[src/rtl/cvs_pkg.sv]
// constants, field layouts and state types of the core voltage code sequencer
// assumes one 250 MHz clock; codes count 16mV steps above 0.444V
//
// Operation
// boot selector pattern picks a fixed code, 1.196V at open-gnd-gnd, 0.700V at all-supply
// at startup the target comes from the boot selector only
// after power-ok and boot reached, suspend request picks voltage-id or suspend code
// host raises suspend request; device then ignores voltage-id and slews to suspend code
// forced continuous PWM through a suspend transition until 62 slew ticks after target
// with suspend request low the voltage-id bus is followed dynamically
// power-good and clock-gate frozen during transitions, released 32 ticks after final code
// active code moves one 16mV step per slew tick
// rising costs one tick per step, falling two extra ticks
// slew tick period set by timing input, 1.6us to 15.6us
// overvoltage shuts down, drops power-good and raises clock-gate at once
// overvoltage latches low-side drive on until shutdown toggle or supply loss
// undervoltage latches switching off until shutdown toggle or supply loss
// undervoltage ignored during transitions and 32 ticks after the final code
// thermal fault turns low-side on, high-side off, until shutdown toggle
// no-fault test level disables all three faults and clears their latches
// four-level inputs arrive as 2-bit values, top input most significant
// each tick the active code steps one toward the target until equal; the code lets two ticks pass idle at the start of each fall
package cvs_pkg;
	localparam int CODE_W = 7;
	localparam logic [6:0] VID_TOP = 7'h4F;
	localparam logic [6:0] SUS_TOP = 7'h3F;
	localparam logic [6:0] CODE_OFF = 7'h00;
	localparam logic [5:0] BLANK_LAST = 6'h1F;
	localparam logic [5:0] FPWM_LAST = 6'h3D;
	localparam logic [1:0] FALL_EXTRA = 2'h2;
	localparam int CLK_PERIOD_NS = 4;
	localparam int SLEW_MIN_NS = 1600;
	localparam int SLEW_MAX_NS = 15600;
	localparam int SLEW_MIN_CYC = (SLEW_MIN_NS + CLK_PERIOD_NS - 1) / CLK_PERIOD_NS;
	localparam int SLEW_MAX_CYC = SLEW_MAX_NS / CLK_PERIOD_NS;
	localparam int SLEW_W = 12;
	localparam logic [11:0] SLEW_MIN = 12'(SLEW_MIN_CYC);
	localparam logic [11:0] SLEW_MAX = 12'(SLEW_MAX_CYC);

	typedef enum logic [1:0] {PH_OFF, PH_BOOT, PH_RUN, PH_SOFT_OFF} phase_t;

	typedef struct packed {
		logic [11:0] slew_period;
		logic [5:0] boot_sel;
		logic [5:0] sus_sel;
		logic [5:0] voltage_id;
		logic suspend_request;
		logic system_power_ok;
		logic run;
		logic no_fault;
		logic ov;
		logic uv;
		logic hot;
	} pins_t;

	typedef struct packed {
		pins_t sync1;
		pins_t sync2;
		phase_t phase;
		logic [11:0] tick_cnt;
		logic tick;
		logic [6:0] code;
		logic [1:0] fall_wait;
		logic [5:0] blank_cnt;
		logic blanked;
		logic [5:0] fpwm_cnt;
		logic fpwm;
		logic sus_prev;
		logic pg;
		logic clk_gate;
		logic ov_latch;
		logic uv_latch;
		logic hot_latch;
		logic pwm_en;
		logic ls_on;
		logic hs_off;
	} state_t;
endpackage

[src/rtl/core_voltage_code_sequencer.sv]
// core voltage code sequencer: target selection, slew stepping, blanking, fault latches
// all inputs but clock and reset are pins and pass two flip-flops; supply loss is modelled by arst_n_in
`timescale 1ns/10ps
module core_voltage_code_sequencer (
	// clock and reset
	input wire logic sys_clk_in,
	input wire logic arst_n_in,
	// selectors and voltage-id
	input wire logic [5:0] boot_select_inputs_in,
	input wire logic [5:0] suspend_select_inputs_in,
	input wire logic [5:0] voltage_id_bus_in,
	input wire logic suspend_request_in,
	input wire logic system_power_ok_in,
	// slew period in clock cycles, from the timing resistor
	input wire logic [11:0] slew_timing_resistor_in,
	// shutdown and test level
	input wire logic shutdown_input_in,
	input wire logic no_fault_level_in,
	// analog comparators
	input wire logic overvoltage_protect_in,
	input wire logic undervoltage_protect_in,
	input wire logic thermal_fault_in,
	// outputs
	output logic [6:0] active_code_out,
	output logic core_power_good_out,
	output logic cpu_clock_gate_out,
	output logic forced_pwm_out,
	output logic pwm_enable_out,
	output logic low_side_drive_out,
	output logic high_side_drive_off_out,
	output logic [2:0] fault_latch_out
);

	// a period longer than the counter can hold would wrap the tick count
	if (cvs_pkg::SLEW_MAX_CYC >= (1 << cvs_pkg::SLEW_W)) begin : g_slew_check
		$error("slew counter too narrow");
	end

	cvs_pkg::state_t st;
	cvs_pkg::state_t next_st;
	cvs_pkg::pins_t pins;
	logic [6:0] target;
	logic fault_trip;
	logic at_target;

	////////////////////////////////////////////////////////////////////////////
	assign pins.slew_period = slew_timing_resistor_in;
	assign pins.boot_sel = boot_select_inputs_in;
	assign pins.sus_sel = suspend_select_inputs_in;
	assign pins.voltage_id = voltage_id_bus_in;
	assign pins.suspend_request = suspend_request_in;
	assign pins.system_power_ok = system_power_ok_in;
	assign pins.run = shutdown_input_in;
	assign pins.no_fault = no_fault_level_in;
	assign pins.ov = overvoltage_protect_in;
	assign pins.uv = undervoltage_protect_in;
	assign pins.hot = thermal_fault_in;

	// code = steps above 0.444V; table rows count down from the top code
	always_comb begin
		case (st.phase)
			cvs_pkg::PH_BOOT: target = cvs_pkg::VID_TOP - {1'b0, st.sync2.boot_sel};
			cvs_pkg::PH_RUN: begin
				if (st.sync2.suspend_request) begin
					target = cvs_pkg::SUS_TOP - {1'b0, st.sync2.sus_sel};
				end else begin
					target = cvs_pkg::VID_TOP - {1'b0, st.sync2.voltage_id};
				end
			end
			default: target = cvs_pkg::CODE_OFF;
		endcase
	end

	assign at_target = (st.code == target);

	////////////////////////////////////////////////////////////////////////////
	always_comb begin
		logic [11:0] period;
		logic ov_set;
		logic uv_set;
		logic hot_set;
		logic clear;
		period = st.sync2.slew_period;
		ov_set = 1'b0;
		uv_set = 1'b0;
		hot_set = 1'b0;
		clear = 1'b0;
		next_st = st;
		next_st.sync1 = pins;
		next_st.sync2 = st.sync1;

		// timing input clamped to the usable range
		if (period < cvs_pkg::SLEW_MIN) begin
			period = cvs_pkg::SLEW_MIN;
		end else if (period > cvs_pkg::SLEW_MAX) begin
			period = cvs_pkg::SLEW_MAX;
		end
		next_st.tick = 1'b0;
		if (st.tick_cnt >= period - 12'h001) begin
			next_st.tick_cnt = 12'h000;
			next_st.tick = 1'b1;
		end else begin
			next_st.tick_cnt = st.tick_cnt + 12'h001;
		end

		// stepping; falling waits two ticks first for resynchronisation
		if (st.tick) begin
			if (st.code < target) begin
				next_st.code = st.code + 7'h01;
				next_st.fall_wait = 2'h0;
			end else if (st.code > target) begin
				if (st.fall_wait < cvs_pkg::FALL_EXTRA) begin
					next_st.fall_wait = st.fall_wait + 2'h1;
				end else begin
					next_st.code = st.code - 7'h01;
				end
			end else begin
				next_st.fall_wait = 2'h0;
			end
		end else if (st.code <= target) begin
			// every falling run restarts its idle ticks, even one right after a fall
			next_st.fall_wait = 2'h0;
		end

		// blanking window: transition plus 32 ticks
		if (!at_target) begin
			next_st.blanked = 1'b1;
			next_st.blank_cnt = 6'h00;
		end else if (st.blanked && st.tick) begin
			if (st.blank_cnt == cvs_pkg::BLANK_LAST) begin
				next_st.blanked = 1'b0;
			end else begin
				next_st.blank_cnt = st.blank_cnt + 6'h01;
			end
		end

		// forced pwm held 62 ticks past arrival at the suspend-change target
		next_st.sus_prev = st.sync2.suspend_request;
		if (st.phase == cvs_pkg::PH_RUN && st.sync2.suspend_request != st.sus_prev) begin
			next_st.fpwm = 1'b1;
			next_st.fpwm_cnt = 6'h00;
		end else if (st.fpwm && at_target && st.tick) begin
			if (st.fpwm_cnt == cvs_pkg::FPWM_LAST) begin
				next_st.fpwm = 1'b0;
			end else begin
				next_st.fpwm_cnt = st.fpwm_cnt + 6'h01;
			end
		end else if (!at_target) begin
			next_st.fpwm_cnt = 6'h00;
		end

		// fault latches; a set in the clearing cycle still wins
		if (!st.sync2.no_fault) begin
			ov_set = st.sync2.ov;
			uv_set = st.sync2.uv && st.phase == cvs_pkg::PH_RUN && !st.blanked;
			hot_set = st.sync2.hot;
		end
		clear = !st.sync2.run || st.sync2.no_fault;
		next_st.ov_latch = ov_set || (st.ov_latch && !clear);
		next_st.uv_latch = uv_set || (st.uv_latch && !clear);
		next_st.hot_latch = hot_set || (st.hot_latch && !clear);

		// phase sequencing
		case (st.phase)
			cvs_pkg::PH_OFF: begin
				if (st.sync2.run && !st.ov_latch && !st.uv_latch && !st.hot_latch) begin
					next_st.phase = cvs_pkg::PH_BOOT;
				end
			end
			cvs_pkg::PH_BOOT: begin
				if (!st.sync2.run) begin
					next_st.phase = cvs_pkg::PH_SOFT_OFF;
				end else if (at_target && !st.blanked && st.sync2.system_power_ok) begin
					next_st.phase = cvs_pkg::PH_RUN;
				end
			end
			cvs_pkg::PH_RUN: begin
				if (!st.sync2.run) begin
					next_st.phase = cvs_pkg::PH_SOFT_OFF;
				end
			end
			cvs_pkg::PH_SOFT_OFF: begin
				if (st.code == cvs_pkg::CODE_OFF) begin
					next_st.phase = cvs_pkg::PH_OFF;
				end
			end
			default: next_st.phase = cvs_pkg::PH_OFF;
		endcase
		if (next_st.ov_latch || next_st.uv_latch || next_st.hot_latch) begin
			next_st.phase = cvs_pkg::PH_OFF;
			next_st.code = cvs_pkg::CODE_OFF;
		end

		// status outputs frozen while blanked, except overvoltage which acts at once
		if (next_st.ov_latch) begin
			next_st.pg = 1'b0;
			next_st.clk_gate = 1'b1;
		end else if (!st.blanked) begin
			next_st.pg = st.phase == cvs_pkg::PH_RUN && st.sync2.system_power_ok;
			next_st.clk_gate = !next_st.pg;
		end

		next_st.pwm_en = next_st.phase != cvs_pkg::PH_OFF;
		next_st.ls_on = next_st.ov_latch || next_st.hot_latch;
		next_st.hs_off = next_st.ls_on || !next_st.pwm_en;
	end

	assign fault_trip = next_st.ov_latch || next_st.uv_latch || next_st.hot_latch;

	always_ff @(posedge sys_clk_in or negedge arst_n_in) begin
		if (!arst_n_in) begin
			st <= '0;
			st.clk_gate <= 1'b1;
			st.hs_off <= 1'b1;
		end else begin
			st <= next_st;
		end
	end

	////////////////////////////////////////////////////////////////////////////
	assign active_code_out = st.code;
	assign core_power_good_out = st.pg;
	assign cpu_clock_gate_out = st.clk_gate;
	assign forced_pwm_out = st.fpwm;
	assign pwm_enable_out = st.pwm_en;
	assign low_side_drive_out = st.ls_on;
	assign high_side_drive_off_out = st.hs_off;
	assign fault_latch_out = {st.hot_latch, st.uv_latch, st.ov_latch};
endmodule

[config.mk]
export PLATFORM = sky130hd
export DESIGN_NAME = core_voltage_code_sequencer
export DESIGN_NICKNAME = d
export VERILOG_FILES = /design/src/rtl/cvs_pkg.sv /design/src/rtl/core_voltage_code_sequencer.sv
export SDC_FILE = /design/constraint.sdc
export NUM_CORES = 1
export LEC_CHECK = 0
export ABC_CLOCK_PERIOD_IN_PS = 5080
export BUFFER_PORTS_ARGS = -buffer_cell sky130_fd_sc_hd__buf_2
export CORE_ASPECT_RATIO = 1.1
export CORE_MARGIN = 2
export CORE_UTILIZATION = 45
export DETAILED_ROUTE_END_ITERATION = 7
export GPL_ROUTABILITY_DRIVEN = 1
export GPL_TIMING_DRIVEN = 0
export PLACE_DENSITY = 0.76
export SLEW_MARGIN = 20
export SYNTH_ARGS = -nofsm -noshare
export SYNTH_HDL_FRONTEND = slang
export SYNTH_SLANG_ARGS = --single-unit
[constraint.sdc]
create_clock -name sys_clk_in -period 5.08 [get_ports sys_clk_in]
set_input_delay 0 -clock sys_clk_in [delete_from_list [all_inputs] [get_ports sys_clk_in]]
set_output_delay 0 -clock sys_clk_in [all_outputs]
set_load 0.02 [all_outputs]
# --- Yosys cells after proc, flatten, opt, wreduce, memory -nomap -nowiden ---
# Cells that the tools add are included.
classes:
  add_sub_neg: 10
  order_cmp: 7
  eq_ne: 15
  muxes: 37
  n_reduce_logical: 45
op_table:
  columns: ["cell", "count"]
  rows:
  - ["two-way mux 7 bit", 8]
  - ["two-way mux 12 bit", 3]
  - ["two-way mux 2 bit", 12]
  - ["two-way mux 6 bit", 4]
  - ["logical AND 1 bit", 15]
  - ["one-hot mux 7 bit (2 select lines)", 1]
  - ["subtractor 7 x 6 -> 7 bit, first input constant", 2]
  - ["adder 12 x 1 -> 12 bit, second input constant", 1]
  - ["adder 6 x 1 -> 6 bit, second input constant", 2]
  - ["greater-or-equal comparator 12 bit", 1]
  - ["> comparator 12 bit, second input constant", 1]
  - ["< comparator 12 x 9 -> 1 bit, second input constant", 1]
  - ["subtractor 12 x 1 -> 12 bit, second input constant", 1]
  - ["AND reduction 2 bit", 5]
  - ["nonzero test 2 bit", 5]
  - ["two-way mux 9 bit", 1]
  - ["logical NOT 1 bit", 8]
  - ["logical OR 1 bit", 8]
  - ["one-hot mux 2 bit (4 select lines)", 1]
  - ["adder 7 x 1 -> 7 bit, second input constant", 1]
  - ["== test 7 bit", 1]
  - ["> comparator 7 bit", 1]
  - ["less-or-equal comparator 7 bit", 1]
  - ["logical NOT 7 bit", 1]
  - ["19 further kinds", 29]
word_totals:
  ff_bits: 121
  elab_cells: 154

# --- Longest topological paths before layout ---
# Gate-level depths: netlist of the first run.
depth:
  depth_word: 13
  ltp_mapped: 18

# --- Least setup slack after synthesis of the first run ---
# Ideal clock, no wire load.
synth_path:
  path_kind: "reg-to-reg"
  start: "register st[45] (netlist name)"
  end: "register st (netlist bit active_code_out[6])"
  setup_time_ps: 78
  arrival_time_ps: 3879
  slack_ps: 1123
  stages_incl_launch_ff: 19
  synth_period_minus_slack_ps: 3957
  path_cell_list: "dfrtp_1 -> inv_1 -> ha_1 -> clkbuf_1 -> nand2_1 -> o21ai_0 -> nand2_1 -> ha_1 -> nand4_1 -> a21oi_1 -> a2111oi_4 -> inv_1 -> ha_1 -> nor2b_1 -> o31ai_1 -> a21oi_1 -> xor2_1 -> or3_1 -> a21oi_1"
synth_between:
  elab_chain_len: 9
  word_cells_on_any_way: 18
  classes_between: "order compare (2); eq/ne (3); mux (5); reduce/logical (8)"
synth_lines:
  columns: ["item", "line", "source"]
  rows:
  - ["from (decl)", "core_voltage_code_sequencer.sv:39", "cvs_pkg::state_t st;"]
  - ["from (signal assigned)", "core_voltage_code_sequencer.sv:216", "st <= next_st;"]
  - ["parallel branches: the longest is 9 deep, another holds < comparator 7 bit", null, null]
# Several ways; the timed one is not identified. The select of a mux whose other input is x is not followed.
# A chain may end at the register's enable or synchronous reset.

# --- Final worst setup path of the first run ---
# Ends and elaborated chain as after synthesis.

==> results.txt, run 1 <==
----------------------------------------------------
[Job]
  Max-cap violations ... 0

[Drt]
  Routed length per instance ... around 14 um
  Final antenna-violating net count ... 0
  Via-per-instance ratio ... 5.01
  Via total after detailed routing ... about 3700
  First-pass DRT Iterations ... 4
  Number of design-rule violations left by the first detailed-router iteration ... 149
  Routed WL ... 9850 um
  Count of unresolved DRC violations after routing ... 0

[Final layout]
  Layout cells sized above 1 ... 0.190
  Filler-free cell count of the finished design ... about 730
  Number of nets in the finished design ... between 600 and 700
  # diodes ... 0
  Area growth syn-to-layout ... 29.1%
  Final core utilization ... 0.591

[Synth]
  Syn Std Cell Area ... around 5200 um2
  Syn Nets ... between 500 and 600
  Fraction of synthesis flops using an asynchronous set or reset pin ... 1.00
  Syn Inst Count ... roughly 450
  Most used standard cell by instance count after synthesis ... sky130_fd_sc_hd__dfrtp_1
  Area fraction of the dominant cell type after synthesis ... 0.571
  Area contributors post-synth ... sky130_fd_sc_hd__dfrtp_1, sky130_fd_sc_hd__ha_1, sky130_fd_sc_hd__nand2_1, sky130_fd_sc_hd__nor2_1, sky130_fd_sc_hd__xor2_1
  Number of enable-type register cells in the synthesized netlist ... 0
  Syn Area/Cell ... approximately 12 um2
  Top flip-flop cell by instance count after synthesis ... sky130_fd_sc_hd__dfrtp_1
  Synth warnings ... 0
  Yosys top cell by area ... sky130_fd_sc_hd__dfrtp_1
  Number of different library cells in the post-synthesis netlist ... 52
  Number of synthesized register bits ... 121
  Most common library cells after synthesis ... sky130_fd_sc_hd__dfrtp_1, sky130_fd_sc_hd__nand2_1, sky130_fd_sc_hd__nor2_1
  Share of the yosys chip area belonging to registers ... 0.581

[Worst setup path]
  Arrival time of data at the critical path endpoint ... between 4 and 5 ns
  Reg-to-reg critical path endpoint ... active_code_out[6]
  Startpoint-to-endpoint class of the critical path ... reg2reg
  Worst-case reg-to-reg path depth ... 18
  Maximum net fanout on the critical path ... 10
  Critical path launch point type ... register
  Launch point of the critical path ... st[45]
  Type of destination of the critical path ... register
  Data required, critical path ... 5.41 ns
  Worst r2r src ... st[45]
  Flop2flop setup slack ... around 0.45 ns

[Floorplan]
  Die X-Extent ... around 110 um
  Ports ... between 50 and 60
  Overall die area ... approximately 12000 um2
  CORE AREA ... 11400 um2
  Effective utilization at floorplan ... 0.458
  Die height ... about 120 um
  Number of rows in the core area ... 41

[Timing]
  Count of final hold-check violations ... 0
  Worst slew margin ... 0.586
  Setup repair after global routing missed its margin ... no
  FMAX ... 216 MHz
  Transition time at the pin with the least slew margin ... around 0.62 ns
  Max Transition Viols Final ... 0
  Final-layout setup total negative slack ... 0 ns
  Final WS setup ... 0.449 ns
  Total of endpoints with negative setup slack in the final report ... 0
  Tcrit/Tclk final ... 0.912
  Worst hold margin ... roughly 0.087 ns
  Skew final ... about 0.0084 ns
  Fin crit period ... 4.63 ns

[Place]
  RePlAce Congestion ... ~0.8
  Count of port buffers added during placement ... 54
  Number of cells in the design after placement ... approximately 660
  Dpl hpwl ... roughly 6500 um
  Pre-CTS setup slack ... about 0.34 ns

[CTS]
  Skew-Pair Late Insertion Delay ... about 0.4 ns
  CTS sink count ... roughly 120
  Clock tree buffer depth ... 2
  Number of buffers added by the clock tree synthesis step ... 17
  Clk Tree Root Cell ... sky130_fd_sc_hd__clkbuf_16
  Clock tree from TritonCTS ... yes
  Clock-pin transition on the worst setup and hold timing paths ... roughly 0.060 ns
  Buffers inserted during post-CTS setup optimization ... 0
  CTS HTree Levels ... 4

[Hold path]
  Path category of the worst min-delay check ... in2async

[Global routing]
  Global-route congestion overflow total ... 0
  Pin count of the biggest net entering global routing ... 72
  First-pass GRT wire length ... between 15000 and 20000 um
  Total GRT Usage ... 0.175
  Number of global-route vias before repair ... between 3000 and 4000
  Number of antenna violations at the first check in global routing ... 0

[Pwr]
  Leak Pwr ... ~3.2 nW
  Ratio of total power to cell area ... around 500 nW/um2
  Worst vdd ir ... between 0.0002 and 0.0003 V

[Status]
  Outcome ... finished, final reports clean

----------------------------------------------------
report_power, final:
group          internal (mW)  switching (mW)  total (mW)
Combinational          0.374           0.531       0.905
Clock                  0.851           0.438        1.29
Sequential              1.05          0.0811        1.13
routing by layer:
metal | share of wire | vias up | track usage
met2 | 0.53 | 68 | 0.321
li1 | - | 1787 | -
met5 | 0 | - | 0
met3 | 0.038 | 11 | 0.0493
met1 | 0.43 | 1784 | 0.197
met4 | 0.0075 | 0 | 0.0589
critical path: stages (launching register included):
cell                        delay (ns)
sky130_fd_sc_hd__dfrtp_1          0.43
sky130_fd_sc_hd__inv_1            0.14
sky130_fd_sc_hd__ha_1             0.20
sky130_fd_sc_hd__clkbuf_2         0.27
sky130_fd_sc_hd__nand2_1          0.08
sky130_fd_sc_hd__o21ai_0          0.19
sky130_fd_sc_hd__nand2_1          0.09
sky130_fd_sc_hd__ha_1             0.35
sky130_fd_sc_hd__nand4_1          0.17
sky130_fd_sc_hd__a21oi_1          0.09
sky130_fd_sc_hd__a2111oi_4        0.62
sky130_fd_sc_hd__inv_1            0.24
sky130_fd_sc_hd__ha_1             0.39
sky130_fd_sc_hd__nor2b_1          0.17
sky130_fd_sc_hd__o31ai_1          0.28
sky130_fd_sc_hd__a21oi_1          0.15
sky130_fd_sc_hd__xor2_1           0.18
sky130_fd_sc_hd__or3_1            0.37
sky130_fd_sc_hd__a21oi_1          0.14
final cells by class:
cell class,instances,area [um2]
well taps,150,188
clock buffers,19,453
multi-input cells,297,2020
fillers,935,4650
repair buffers,93,684
inverters,20,75.1
plain buffers,15,95.1
clock inverters,13,190
flip-flops and latches,121,3030
through the flow:
step,area [um2],power [mW]
5_1_grt,6730,3.53
4_1_cts,6730,3.36
6_report,6730,3.33
2_1_floorplan,5220,1.79
3_3_place_gp,5680,1.97
3_5_place_dp,5710,2.02
how the worst max path moves through the flow:
stage,end,slack [ns],cells after the start
global route,active_code_out[6],0.11,18
CTS,active_code_out[6],0.25,18
floorplan,active_code_out[6],1.12,18
global placement,active_code_out[6],0.50,18
detailed placement,active_code_out[6],0.34,18
finish,active_code_out[6],0.45,18
flip-flops by register name (all words and copies together) (netlist names):
signal,flops
st,67
active_code_out,7
high_side_drive_off_out,1
pwm_enable_out,1
low_side_drive_out,1
next_st,38
cpu_clock_gate_out,1
core_power_good_out,1
forced_pwm_out,1
fault_latch_out,3
timing repair:
action                                  CTS  global route
hold buffers                             38             0
endpoints found under the hold margin   156             0
gates resized for setup                   0             2
endpoints found under the setup margin    0             1
layout by cell type, fill, tap and decap left out, drive strengths merged, types with 17 or more instances in the layout:
master | Yosys | layout
dfrtp | 119 | 119
buf | 10 | 65
nand2 | 43 | 43
nor2 | 41 | 41
dlygate4sd3 | 0 | 38
ha | 35 | 35
o21ai | 27 | 27
a21oi | 25 | 25
clkbuf | 5 | 24
inv | 19 | 22
xor2 | 17 | 17
cells by family (layout without fill, tap and decap cells):
group	count (synthesis)	after routing	synth area share
buf+inv	35	160	0.0324
simple gates	141	141	0.133
compound gates	79	79	0.0954
fa+ha+maj	36	36	0.0878
flops	121	121	0.581
xor+xnor	33	33	0.0554
mux	8	8	0.0153
Note: power is estimated with default switching activity, not from simulation.
==> inputs of run 2 (changes only) <==
--- a/config.mk
+++ b/config.mk
@@ -9,11 +9,11 @@
 export BUFFER_PORTS_ARGS = -buffer_cell sky130_fd_sc_hd__buf_2
 export CORE_ASPECT_RATIO = 1.1
 export CORE_MARGIN = 2
-export CORE_UTILIZATION = 45
+export CORE_UTILIZATION = 50
 export DETAILED_ROUTE_END_ITERATION = 7
 export GPL_ROUTABILITY_DRIVEN = 1
 export GPL_TIMING_DRIVEN = 0
-export PLACE_DENSITY = 0.76
+export PLACE_DENSITY = 0.82
 export SLEW_MARGIN = 20
 export SYNTH_ARGS = -nofsm -noshare
 export SYNTH_HDL_FRONTEND = slang
==> run 2 against run 1 <==
Compared with the run above: sequential power about the same; combinational power about the same; count of clock-buffer cells in the layout fell by 2; sequential share of layout area increased by 0.25 points; global-route usage rose by 2.1 points; cell area fell by 0.56%.
==> results.txt, run 2 (same netlist as run 1, synthesis figures left out) <==
----------------------------------------------------
[CTS]
  Buffers inserted during post-CTS setup optimization ... 0
  Number of buffers added by the clock tree synthesis step ... 17
  Clock tree from TritonCTS ... yes
  Clk Tree Root Cell ... sky130_fd_sc_hd__clkbuf_16
  Clock tree buffer depth ... 2
  CTS HTree Levels ... 4
  CTS sink count ... 121
  Skew-Pair Late Insertion Delay ... about 0.42 ns
  Clock-pin transition on the worst setup and hold timing paths ... roughly 0.06 ns

[Final layout]
  Area growth syn-to-layout ... 28.3%
  Max reg flops ... 67
  Area of the multi-input gates ... 2020 um2
  Leading cell type in the layout, fill and taps excluded ... sky130_fd_sc_hd__dfrtp_1
  Filler-free cell count of the finished design ... 721
  # diodes ... 0
  Filler Cell Count ... between 700 and 800
  Commonest cells after routing, fill and taps aside ... sky130_fd_sc_hd__dfrtp_1, sky130_fd_sc_hd__buf_2, sky130_fd_sc_hd__nand2_1
  Sequential Area ... around 3000 um2
  Number of nets in the finished design ... 640
  Layout cells sized above 1 ... 0.189
  Top reg by flops ... st

[Worst setup path]
  Maximum net fanout on the critical path ... 10
  Flop2flop setup slack ... around 0.4 ns
  Startpoint-to-endpoint class of the critical path ... reg2reg
  Critical path launch point type ... register
  Worst-case reg-to-reg path depth ... 18
  Sum of buffers and inverters on the critical path ... 3
  Worst r2r src ... st[45]
  Data required, critical path ... 5.42 ns
  Biggest cell delay along the critical path ... approximately 0.57 ns
  Arrival time of data at the critical path endpoint ... 5.02 ns
  Kind of cell adding the most delay to the critical path ... compound AO/OA/AOI/OAI gates
  CP Cell Sequence ... inv_1, ha_1, clkbuf_1, nand2_1, o21ai_0, nand2_1, ha_1, nand4_1, a21oi_1, a2111oi_4, inv_1, ha_1, nor2b_1, o31ai_1, a21oi_1, xor2_1, or3_1, a21oi_1
  Reg-to-reg critical path endpoint ... active_code_out[6]
  Cell at the slowest stage of the critical path ... sky130_fd_sc_hd__a2111oi_4
  Type of destination of the critical path ... register

[Floorplan]
  CORE AREA ... 10300 um2
  Overall die area ... 11300 um2
  Ports ... 55
  Die height ... roughly 110 um
  Die X-Extent ... between 100 and 150 um
  Effective utilization at floorplan ... 0.507
  Number of rows in the core area ... 39

[Drt]
  Routed WL ... just under 10000 um
  Routed length per instance ... approximately 14 um
  Via-per-instance ratio ... just over 5
  Number of design-rule violations left by the first detailed-router iteration ... 137
  Count of unresolved DRC violations after routing ... 0
  Final antenna-violating net count ... 0
  First-pass DRT Iterations ... 4
  Via total after detailed routing ... roughly 3700

[Timing]
  FMAX ... between 200 and 250 MHz
  Max Transition Viols Final ... 0
  Fin crit period ... 4.68 ns
  Setup repair after global routing missed its margin ... no
  Worst slew margin ... 0.617
  Transition time at the pin with the least slew margin ... 0.569 ns
  Tcrit/Tclk final ... 0.921
  Count of final hold-check violations ... 0
  Total of endpoints with negative setup slack in the final report ... 0
  Skew final ... 0.00844 ns
  Final-layout setup total negative slack ... 0 ns

[Pwr]
  Ratio of total power to cell area ... 488 nW/um2
  Worst vdd ir ... 0.000316 V
  Leak Pwr ... about 3.2 nW

[Global routing]
  Number of antenna violations at the first check in global routing ... 0
  Total GRT Usage ... 0.196
  Pin count of the biggest net entering global routing ... 70
  First-pass GRT wire length ... ~17000 um
  Global-route congestion overflow total ... 0
  Number of global-route vias before repair ... ~3800

[Status]
  Outcome ... finished, final reports clean

[Place]
  Dpl hpwl ... 6450 um
  Count of port buffers added during placement ... 54
  RePlAce Congestion ... approximately 0.94
  Number of cells in the design after placement ... ~650

[Job]
  Max-cap violations ... 0

[Hold path]
  Path category of the worst min-delay check ... in2async

----------------------------------------------------
## run 2: changes by cell type in the layout (fill, tap and decap cells not counted)
| cell | change |
|---|---|
| sky130_fd_sc_hd__clkbuf_8 | -2 |
| sky130_fd_sc_hd__clkinv_4 | +2 |
| sky130_fd_sc_hd__bufinv_16 | -1 |
| sky130_fd_sc_hd__clkbuf_1 | +1 |
| sky130_fd_sc_hd__clkbuf_2 | -1 |
| sky130_fd_sc_hd__clkinvlp_4 | -1 |
| sky130_fd_sc_hd__inv_6 | +1 |
| sky130_fd_sc_hd__inv_8 | +1 |
## run 2: how the worst max path moves through the flow
stage | start | endpoint | slack, ns | depth (start not counted)
4_1_cts | st[45] | active_code_out[6] | 0.42 | 18
6_report | st[45] | active_code_out[6] | 0.40 | 18
3_5_place_dp | st[45] | active_code_out[6] | 0.44 | 18
2_1_floorplan | st[45] | active_code_out[6] | 1.12 | 18
5_1_grt | st[45] | active_code_out[6] | 0.03 | 18
3_3_place_gp | st[45] | active_code_out[6] | 0.58 | 18
## run 2: where the power goes
group | total, mW | switching [mW] | internal [mW]
Combinational | 0.904 | 0.530 | 0.374
Clock | 1.23 | 0.450 | 0.780
Sequential | 1.13 | 0.0790 | 1.05
Total | 3.27 | 1.06 | 2.21
## run 2: cell type report
class / instances / area share
buffer: 15 / 0.0140
clock inverter: 15 / 0.0284
inverter: 20 / 0.0112
sequential: 121 / 0.453
clock buffer: 17 / 0.0635
timing repair buffer: 93 / 0.102
tap: 143 / 0.0267
multi-input combinational: 297 / 0.301
## run 2: routing by layer
metal,up-vias,part of all wire,global-route usage
met4,0,0.018,0.0856
met1,1769,0.41,0.233
met5,-,0,0
met3,18,0.049,0.0599
li1,1787,-,-
met2,98,0.52,0.324
## run 2: timing repair
item	4_1_cts	5_1_grt
endpoints found under the hold margin	158	0
resized for setup	0	0
hold buffers	38	0
## run 2: stage by stage
stage / util / area, um2 / setup WS, ns / total power [mW] / hold WS [ns]
2_1_floorplan: - / 5220 / 1.12 / 1.79 / -0.296
3_3_place_gp: 0.550 / 5670 / 0.578 / 1.96 / 0.107
3_5_place_dp: 0.554 / 5700 / 0.441 / 2.02 / -0.0238
4_1_cts: 0.650 / 6700 / 0.419 / 3.29 / 0.0910
5_1_grt: 0.650 / 6700 / 0.0315 / 3.47 / 0.145
6_report: 0.650 / 6700 / 0.400 / 3.27 / 0.101
